### src/pkg/adccr_pkg.sv
// Package for the converter control block: timing counts, modes and carried words.
// Assumes a 10 MHz system clock; all counts are in cycles of that clock.
package adccr_pkg;

    localparam int CLK_NS = 100;
    localparam int DATA_W = 16;
    // Conversion time limit, longest, in ns; count rounds down.
    localparam int CONV_MAX_NS = 1800;
    localparam int CONV_CYC = CONV_MAX_NS / CLK_NS;
    // Throughput time, longest, in ns; acquisition fills the rest.
    localparam int THRU_MAX_NS = 2000;
    localparam int THRU_CYC = THRU_MAX_NS / CLK_NS;
    // Nap wake time, longest, in ns; count rounds down, at least one.
    localparam int NAP_WAKE_NS = 200;
    localparam int NAP_WAKE_CYC = (NAP_WAKE_NS / CLK_NS) < 1 ? 1 : NAP_WAKE_NS / CLK_NS;
    // Result lead before busy rises, least, in ns; count rounds up.
    localparam int LEAD_NS = 32;
    localparam int LEAD_CYC = (LEAD_NS + CLK_NS - 1) / CLK_NS;
    // Cycles from a start pin edge to the first conversion cycle: three
    // synchroniser stages, the settled level and the state register.
    localparam int START_LAT_CYC = 5;
    localparam logic [DATA_W-1:0] RESULT_RST = 16'h0000;
    localparam int CNT_W = 5;

    typedef enum logic [3:0] {
        ST_IDLE = 4'b0001,
        ST_CONV = 4'b0010,
        ST_LOAD = 4'b0100,
        ST_WAKE = 4'b1000
    } adccr_state_t;

    typedef enum logic [1:0] {
        PM_ACTIVE = 2'h0,
        PM_NAP = 2'h1,
        PM_SLEEP = 2'h2
    } adccr_pmode_t;

    typedef struct packed {
        logic [DATA_W-1:0] data;
    } adccr_word_t;

endpackage : adccr_pkg

### src/core/adccr_buf2.sv
// Two-entry buffer with valid and ready on both sides.
// Assumes one clock and a synchronous active-high reset.
`timescale 1ns/1ps
module adccr_buf2
    import adccr_pkg::*;
(
    input wire logic clk,
    input wire logic rst,
    input wire logic in_valid,
    output logic in_ready,
    input adccr_word_t in_word,
    output logic out_valid,
    input wire logic out_ready,
    output adccr_word_t out_word
);
    adccr_word_t mem_q [2];
    adccr_word_t mem_d [2];
    logic [1:0] cnt_q, cnt_d;
    logic rd_q, rd_d, wr_q, wr_d;
    logic push, pop;

    assign in_ready = (cnt_q != 2'h2);
    assign out_valid = (cnt_q != 2'h0);
    assign out_word = mem_q[rd_q];
    assign push = in_valid && in_ready;
    assign pop = out_valid && out_ready;

    always_comb begin
        mem_d = mem_q;
        cnt_d = cnt_q;
        rd_d = rd_q;
        wr_d = wr_q;
        if (push) begin
            mem_d[wr_q] = in_word;
            wr_d = ~wr_q;
        end
        if (pop) begin
            rd_d = ~rd_q;
        end
        if (push && !pop) begin
            cnt_d = cnt_q + 2'h1;
        end else if (pop && !push) begin
            cnt_d = cnt_q - 2'h1;
        end
    end

    always_ff @(posedge clk) begin
        if (rst) begin
            mem_q[0] <= '0;
            mem_q[1] <= '0;
            cnt_q <= 2'h0;
            rd_q <= 1'b0;
            wr_q <= 1'b0;
        end else begin
            mem_q <= mem_d;
            cnt_q <= cnt_d;
            rd_q <= rd_d;
            wr_q <= wr_d;
        end
    end

    chk_buf_no_overfill: assert property (@(posedge clk) disable iff (rst)
        cnt_q <= 2'h2) else $error("Buffer count above two.");

endmodule : adccr_buf2

### src/core/adccr_ctrl.sv
// Conversion and read control of a 16-bit sampling converter behind its parallel port.
// Assumes pin inputs are asynchronous to clk and that the converter core delivers
// a two's complement result word on sar_word with sar_valid, stalled by sar_ready.
//
// Operation
// - Start on convert-start falling edge while selected.
// - Deselected device ignores start and read.
// - Busy low during conversion, high otherwise.
// - Result on data outputs before busy rises.
// - Drivers enabled only with read and select low.
// - Read before select waits for select.
// - Sixteen-bit word, top output carries MSB.
// - Conversion done within 1.8 us.
// - Acquisition plus conversion within 2 us.
// - Shutdown low: nap if selected, else sleep.
// - Start edges ignored during a conversion.
// - Results are two's complement binary.
// - Previous result held until new completes.
// - Ready again within 200 ns after nap.
`timescale 1ns/1ps
module adccr_ctrl
    import adccr_pkg::*;
#(
    parameter int CONV_CYCLES = CONV_CYC
)
(
    input wire logic clk,
    input wire logic rst,
    input wire logic convert_start_n,
    input wire logic chip_sel_n,
    input wire logic read_n,
    input wire logic power_down_n,
    input adccr_word_t sar_word,
    input wire logic sar_valid,
    output logic sar_ready,
    output logic sar_start,
    output logic busy_n,
    output logic [DATA_W-1:0] data_out,
    output logic data_oe_n,
    output logic nap,
    output logic sleep
);
    // Three-stage synchronisers; a change counts when stages two and three agree.
    logic [2:0] cs_s_q, rd_s_q, cv_s_q, pd_s_q;
    logic cs_l, rd_l, cv_l, pd_l;
    logic cs_q, rd_q, cv_q, pd_q;
    logic cs_d, rd_d, cv_d, pd_d;

    always_comb begin
        cs_d = (cs_s_q[1] == cs_s_q[2]) ? cs_s_q[2] : cs_q;
        rd_d = (rd_s_q[1] == rd_s_q[2]) ? rd_s_q[2] : rd_q;
        cv_d = (cv_s_q[1] == cv_s_q[2]) ? cv_s_q[2] : cv_q;
        pd_d = (pd_s_q[1] == pd_s_q[2]) ? pd_s_q[2] : pd_q;
    end

    always_ff @(posedge clk) begin
        if (rst) begin
            cs_s_q <= 3'h7;
            rd_s_q <= 3'h7;
            cv_s_q <= 3'h7;
            pd_s_q <= 3'h7;
            cs_q <= 1'b1;
            rd_q <= 1'b1;
            cv_q <= 1'b1;
            pd_q <= 1'b1;
        end else begin
            cs_s_q <= {cs_s_q[1:0], chip_sel_n};
            rd_s_q <= {rd_s_q[1:0], read_n};
            cv_s_q <= {cv_s_q[1:0], convert_start_n};
            pd_s_q <= {pd_s_q[1:0], power_down_n};
            cs_q <= cs_d;
            rd_q <= rd_d;
            cv_q <= cv_d;
            pd_q <= pd_d;
        end
    end

    assign cs_l = cs_q;
    assign rd_l = rd_q;
    assign cv_l = cv_q;
    assign pd_l = pd_q;

    // Previous start level for falling-edge detection.
    logic cv_prev_q;
    logic start_edge;
    assign start_edge = cv_prev_q && !cv_l && !cs_l;

    // Result path: the core's word passes a two-entry buffer before the output latch.
    adccr_word_t buf_word;
    logic buf_valid, buf_ready;

    adccr_buf2 u_buf (
        .clk(clk),
        .rst(rst),
        .in_valid(sar_valid),
        .in_ready(sar_ready),
        .in_word(sar_word),
        .out_valid(buf_valid),
        .out_ready(buf_ready),
        .out_word(buf_word)
    );

    adccr_state_t st_q, st_d;
    logic [CNT_W-1:0] cnt_q, cnt_d;
    logic [CNT_W-1:0] thru_q, thru_d;
    logic [DATA_W-1:0] res_q, res_d;
    logic busy_n_q, busy_n_d;
    logic start_q, start_d;
    logic was_nap_q, was_nap_d;
    adccr_pmode_t pm;

    always_comb begin
        if (pd_l) begin
            pm = PM_ACTIVE;
        end else if (!cs_l) begin
            pm = PM_NAP;
        end else begin
            pm = PM_SLEEP;
        end
    end

    assign buf_ready = (st_q == ST_CONV);

    always_comb begin
        st_d = st_q;
        cnt_d = cnt_q;
        thru_d = (thru_q != '0) ? thru_q - 5'(1) : thru_q;
        res_d = res_q;
        busy_n_d = busy_n_q;
        start_d = 1'b0;
        was_nap_d = was_nap_q;
        unique case (st_q)
            ST_IDLE: begin
                if (pm != PM_ACTIVE) begin
                    was_nap_d = (pm == PM_NAP);
                    st_d = ST_WAKE;
                    cnt_d = CNT_W'(NAP_WAKE_CYC);
                end else if (start_edge) begin
                    st_d = ST_CONV;
                    busy_n_d = 1'b0;
                    start_d = 1'b1;
                    // The limit counts from the pin edge, so the pin latency is taken off.
                    cnt_d = CNT_W'(CONV_CYCLES - LEAD_CYC - 1 - START_LAT_CYC);
                    thru_d = CNT_W'(THRU_CYC - START_LAT_CYC);
                end
            end
            ST_CONV: begin
                // Start edges are not looked at here, so a conversion cannot restart.
                if (buf_valid) begin
                    res_d = buf_word.data;
                    st_d = ST_LOAD;
                end else if (cnt_q != '0) begin
                    cnt_d = cnt_q - 5'(1);
                end else begin
                    // No word arrived in time: end the conversion and keep the old result.
                    st_d = ST_LOAD;
                end
            end
            ST_LOAD: begin
                busy_n_d = 1'b1;
                st_d = ST_IDLE;
            end
            ST_WAKE: begin
                if (pm != PM_ACTIVE) begin
                    was_nap_d = (pm == PM_NAP);
                    cnt_d = CNT_W'(NAP_WAKE_CYC);
                end else if (cnt_q > CNT_W'(1)) begin
                    cnt_d = cnt_q - 5'(1);
                end else begin
                    st_d = ST_IDLE;
                end
            end
        endcase
    end

    always_ff @(posedge clk) begin
        if (rst) begin
            st_q <= ST_IDLE;
            cnt_q <= '0;
            thru_q <= '0;
            res_q <= RESULT_RST;
            busy_n_q <= 1'b1;
            start_q <= 1'b0;
            was_nap_q <= 1'b0;
            cv_prev_q <= 1'b1;
        end else begin
            st_q <= st_d;
            cnt_q <= cnt_d;
            thru_q <= thru_d;
            res_q <= res_d;
            busy_n_q <= busy_n_d;
            start_q <= start_d;
            was_nap_q <= was_nap_d;
            cv_prev_q <= cv_l;
        end
    end

    assign busy_n = busy_n_q;
    assign sar_start = start_q;
    assign data_out = res_q;
    assign data_oe_n = !(!rd_l && !cs_l);
    assign nap = (pm == PM_NAP);
    assign sleep = (pm == PM_SLEEP);

    chk_busy_in_conv: assert property (@(posedge clk) disable iff (rst)
        (st_q == ST_CONV) |-> !busy_n) else $error("Busy high during conversion.");
    chk_start_selected: assert property (@(posedge clk) disable iff (rst)
        $fell(busy_n) |-> $past(!cs_l) && $past(pd_l)) else $error("Start while deselected.");
    chk_start_edge: assert property (@(posedge clk) disable iff (rst)
        (st_q == ST_IDLE && start_edge && pd_l) |=> !busy_n) else $error("Start edge lost.");
    chk_conv_bound: assert property (@(posedge clk) disable iff (rst)
        $fell(busy_n) |-> ##[1:13] busy_n) else $error("Conversion too long.");
    chk_data_lead: assert property (@(posedge clk) disable iff (rst)
        $rose(busy_n) |-> $stable(data_out)) else $error("Data changed at busy rise.");
    chk_hold_prev: assert property (@(posedge clk) disable iff (rst)
        (!busy_n && st_q == ST_CONV && $past(st_q) == ST_CONV) |-> $stable(data_out))
        else $error("Result changed mid-conversion.");
    chk_oe_gate: assert property (@(posedge clk) disable iff (rst)
        !data_oe_n |-> (!rd_l && !cs_l)) else $error("Drivers on while not read.");
    chk_no_restart: assert property (@(posedge clk) disable iff (rst)
        (!busy_n && $past(!busy_n)) |-> !sar_start) else $error("Conversion restarted.");
    chk_no_start_down: assert property (@(posedge clk) disable iff (rst)
        !pd_l |=> !sar_start) else $error("Start while shut down.");
    chk_nap_wake: assert property (@(posedge clk) disable iff (rst)
        ($rose(pd_l) && was_nap_q) |-> ##[0:3] (st_q == ST_IDLE)) else $error("Nap wake slow.");
    chk_throughput: assert property (@(posedge clk) disable iff (rst)
        $fell(busy_n) |-> ##[1:15] busy_n) else $error("Throughput exceeded.");
    chk_thru_window: assert property (@(posedge clk) disable iff (rst)
        $rose(busy_n) |-> (thru_q != '0)) else $error("Busy rose after window.");

endmodule : adccr_ctrl

### config.mk
export PLATFORM = sky130hd
export DESIGN_NAME = adccr_ctrl
export DESIGN_NICKNAME = d
export VERILOG_FILES = /design/src/pkg/adccr_pkg.sv /design/src/core/adccr_buf2.sv /design/src/core/adccr_ctrl.sv
export SDC_FILE = /design/constraint.sdc
export NUM_CORES = 1
export LEC_CHECK = 0
export BUFFER_PORTS_ARGS = -buffer_cell sky130_fd_sc_hd__buf_2
export CAP_MARGIN = 30
export CORE_MARGIN = 2
export CORE_UTILIZATION = 43
export CTS_BUF_LIST = sky130_fd_sc_hd__clkbuf_8
export DETAILED_ROUTE_END_ITERATION = 12
export GPL_TIMING_DRIVEN = 1
export HOLD_SLACK_MARGIN = 0.05
export PLACE_DENSITY = 0.63
export SETUP_SLACK_MARGIN = 0.5
export SYNTH_ARGS = -nofsm -noshare
export SYNTH_HDL_FRONTEND = slang
export SYNTH_SLANG_ARGS = --single-unit
### constraint.sdc
create_clock -name clk -period 5.8 [get_ports clk]
set_clock_uncertainty 0.1 [all_clocks]
set_input_delay 0.58 -clock clk [delete_from_list [all_inputs] [get_ports clk]]
set_output_delay 0.58 -clock clk [all_outputs]
set_load 0.1 [all_outputs]
==> results list <==
* Wire length of the first global-routing pass: 10.7 mm
* Fraction of power spent switching nets: 28.5%
* Count of state elements after synthesis: 80
- Final nets: 427
* Initial Util: 44.3%
- TritonCTS clock tree: done
* Largest net degree at the start of global routing: 81
- Of the total power, combinational logic draws 16.6%.
* Full die area: 8130 µm²
* Placer congestion estimate: 0.778
* Tcrit/Tclk final: 39.1%
* Vias in the first global route: 2319
* Pins Over Slew Limit: 0
* Number of nets still failing antenna checks after routing: 0
- Counting instances, the worst hold path has a depth of 2.
* Slew @ Worst Pin: 0.768 ns
- Path category of the worst min-delay check: input port to register
* Req. time, crit path: 5.97 ns
- The critical path is of the register to register type.
* Post-layout min period: 2.27 ns
- Switch Pwr: 0.350 mW
- 0 antenna diodes ended up in the layout.
- Summed over all cells, the static leakage comes to 1.40 nW.
- DR vias/cell: 4.95
* Number of buffers created by CTS: 9
- For this run, design rule violations remaining after detail routing come to 0.
- Final-layout setup total negative slack: 0 ns
- Detailed-route via count: 2493
* Max-cap violations: 0
* Synthesized net count: 393
* Final Total Pwr: 1.23 mW
- Setup violations remaining at the end of the flow were counted as 0.
* Clock sink count: 80
- In this run, distinct cell masters in the synthesized netlist total 42.
* Die Y-Extent: 90.2 µm
- Global routing used 16.2% of the available tracks.
- Status: finished, final reports clean
- During placement, the flow inserted port buffers numbering 44.
* First-iteration detailed-routing DRC count: 89
- The Yosys step of the flow raised 0 warnings.
* Internal Power: 0.879 mW
- Number of detailed-routing iterations run before antenna repair: 4
* Clock transition at path regs: 0.07 ns
* Routed wire length: 6.22 mm
* Post-synth design cell area: 3190 µm²
- Cell at the root of the clock tree: sky130_fd_sc_hd__clkbuf_8
* Core box area: 7210 µm²
- Crit start category: register
* Sequential share of power: 49.6%
- Number of antenna violations at the first check in global routing: 0
- Along the worst path, the maximum fanout reaches 8.
- Area growth, synth to finish: 15.0%
* Clk_lat worst skew: 0.35 ns
- The longest clock path from root to sink contains 2 buffers.
- After detailed routing, the average wire length per cell comes to 12.3 µm.
- The worst pin sits at a relative slew slack of 48.6%.
- The biggest area contributor in the post-synthesis netlist is sky130_fd_sc_hd__dfxtp_1.
* Setup repair after global routing missed its margin: false
- The post-route netlist has 20.7% of its cells at a drive strength greater than 1.
* Cells on worst reg2reg path: 6
* Worst VDD drop: 0.000170 V
* Syn Inst Count: 366
- Number of rows created at floorplan: 31
- Sum of overflow across all layers after global routing: 0
* Data arrival time of the critical path: 2.44 ns
* Number of gates resized after CTS: 0
- Share of the synthesized area in the top cell type: 50.2%
* Number of buffers added to fix hold violations after cts: 0
- Max Clk Rate: 0.441 GHz
* Die width: 90.2 µm
- After clock tree synthesis, the setup repair step added 0 buffers.
* Critical path endpoint category: register
* Part of the Yosys area used for sequential elements: 50.2%
- HPWL after detailed placement: 3.98 mm
- Power spread over the standard cell area amounts to 335 nW/µm².
* Layout Utilization: 50.9%
- After synthesis, the cell types taking the most area are sky130_fd_sc_hd__dfxtp_1 50%, sky130_fd_sc_hd__nand2_1 8.6%, sky130_fd_sc_hd__a21oi_1 7.1%.
- The total count of hold-check failures in the final report came to 0.
- Clock network power share: 33.9%
- A synthesized cell averages 8.72 µm².
* H-tree depth: 3
- During I/O placement, the number of pins put on the boundary was 45.
[power by group through the flow]
stage               logic (mW)  registers [mW]  clock network [mW]
floorplan                0.151           0.628                   0
global placement         0.200           0.622                   0
detailed placement       0.205           0.622                   0
CTS                      0.206           0.609               0.430
global route             0.227           0.616               0.455
finish                   0.204           0.609               0.416
[layout make-up]
cell class | instances | area, µm²
inverters | 7 | 26.3
clock inverters | 5 | 55.1
repair buffers | 48 | 258
multi-input cells | 254 | 1460
well taps | 99 | 124
clock buffers | 11 | 151
fillers | 732 | 3540
flip-flops and latches | 80 | 1600
[worst max-delay path, cell delays in order, from the launching register on]
cell,delay (ns)
sky130_fd_sc_hd__dfxtp_1,0.46
sky130_fd_sc_hd__nor4b_1,0.49
sky130_fd_sc_hd__nor2b_2,0.26
sky130_fd_sc_hd__inv_1,0.05
sky130_fd_sc_hd__ha_1,0.32
sky130_fd_sc_hd__or3_1,0.38
sky130_fd_sc_hd__a21oi_1,0.14
[final timing paths]
path / start / endpoint / slack (ns)
worst min register to register: cs_s_q[0]$_SDFF_PP1_ / cs_s_q[1]$_SDFF_PP1_ / 0.32
worst max-delay path: st_q[1]$_SDFFE_PP0P_ / u_buf.cnt_q[1]$_SDFFE_PP0P_ / 3.53
worst max register to register: st_q[1]$_SDFFE_PP0P_ / u_buf.cnt_q[1]$_SDFFE_PP0P_ / 3.53
worst min-delay path: read_n / rd_s_q[0]$_SDFF_PP1_ / 0.32
[layer usage]
layer  track usage [%]  part of all wire, %  vias up
met5                 0                    0        -
met4              4.62                  1.3        0
met3              5.95                  4.4        9
met2              27.3                   47       42
met1              19.5                   47     1139
li1                  -                    -     1303
[sequential cells by signal (all words and copies together), names as in the netlist, 2 cells and up]
signal	count
u_buf.mem_q	32
data_out	16
cnt_q	5
st_q	4
cs_s_q	3
cv_s_q	3
pd_s_q	3
rd_s_q	3
u_buf.cnt_q	2
[layout by cell type, fill, tap and decap left out, types with 2 or more instances in the layout]
cell type and instances:
sky130_fd_sc_hd__xor2_1 3, sky130_fd_sc_hd__nand3_1 2, sky130_fd_sc_hd__or2_2 16, sky130_fd_sc_hd__buf_4 3, sky130_fd_sc_hd__a211oi_1 18, sky130_fd_sc_hd__mux2i_1 16
sky130_fd_sc_hd__and2_1 2, sky130_fd_sc_hd__nor3_1 4, sky130_fd_sc_hd__buf_2 44, sky130_fd_sc_hd__o21bai_1 4, sky130_fd_sc_hd__nor2_1 32, sky130_fd_sc_hd__nor2b_1 5
sky130_fd_sc_hd__nand2b_1 2, sky130_fd_sc_hd__inv_1 8, sky130_fd_sc_hd__dfxtp_1 80, sky130_fd_sc_hd__nand2_1 73, sky130_fd_sc_hd__o21ai_0 4, sky130_fd_sc_hd__clkbuf_8 11
sky130_fd_sc_hd__a21oi_1 45, sky130_fd_sc_hd__ha_1 4, sky130_fd_sc_hd__xnor2_1 3
[synthesized netlist by cell type]
cell type / number
sky130_fd_sc_hd__nor3_1: 4
sky130_fd_sc_hd__a211o_1: 1
sky130_fd_sc_hd__nor3b_1: 1
sky130_fd_sc_hd__a211oi_1: 18
sky130_fd_sc_hd__inv_1: 7
sky130_fd_sc_hd__nand3b_1: 1
sky130_fd_sc_hd__a221o_1: 1
sky130_fd_sc_hd__nor4_1: 1
sky130_fd_sc_hd__clkbuf_1: 19
sky130_fd_sc_hd__buf_2: 3
sky130_fd_sc_hd__and2_1: 2
sky130_fd_sc_hd__buf_6: 1
sky130_fd_sc_hd__nor2_1: 32
sky130_fd_sc_hd__o211ai_1: 1
sky130_fd_sc_hd__a21boi_0: 1
sky130_fd_sc_hd__and3_1: 1
sky130_fd_sc_hd__buf_4: 2
sky130_fd_sc_hd__a21boi_2: 1
sky130_fd_sc_hd__o31a_1: 1
sky130_fd_sc_hd__xnor2_1: 3
sky130_fd_sc_hd__a32oi_1: 1
sky130_fd_sc_hd__nand2b_1: 2
sky130_fd_sc_hd__nand2_1: 73
sky130_fd_sc_hd__mux2i_1: 16
sky130_fd_sc_hd__a2111oi_4: 1
sky130_fd_sc_hd__nor2b_1: 6
sky130_fd_sc_hd__o21ai_0: 4
sky130_fd_sc_hd__nor4b_1: 1
sky130_fd_sc_hd__a2111o_1: 1
sky130_fd_sc_hd__dfxtp_1: 80
sky130_fd_sc_hd__or2_2: 16
sky130_fd_sc_hd__o21a_1: 1
sky130_fd_sc_hd__a311oi_1: 1
sky130_fd_sc_hd__ha_1: 4
sky130_fd_sc_hd__or3_1: 1
sky130_fd_sc_hd__xor2_1: 3
sky130_fd_sc_hd__o211a_1: 1
sky130_fd_sc_hd__o21bai_1: 4
sky130_fd_sc_hd__nor4_2: 1
sky130_fd_sc_hd__nand3_1: 2
sky130_fd_sc_hd__a21oi_1: 45
sky130_fd_sc_hd__or4b_2: 1
[through the flow]
| step | instances | setup WS (ns) | hold slack, ns | area (µm²) |
|---|---|---|---|---|
| finish | 504 | 3.53 | 0.316 | 3670 |
| global route | 504 | 3.34 | 0.294 | 3670 |
| detailed placement | 488 | 3.53 | 0.298 | 3460 |
| global placement | 487 | 3.60 | 0.301 | 3450 |
| floorplan | 366 | 3.31 | 0.289 | 3190 |
| CTS | 504 | 3.53 | 0.298 | 3670 |
[logic make-up (layout without fill, tap and decap cells)]
kind of cell    Yosys count  in the layout  synth area share, %
compound gates           83             83                 16.9
xor+xnor                  6              6                 1.65
fa+ha+maj                 4              4                 1.57
buf+inv                  32             71                 4.35
flops                    80             80                 50.2
mux                      16             16                 5.02
simple gates            145            145                 20.4
Power figures use the tool's default switching activity.
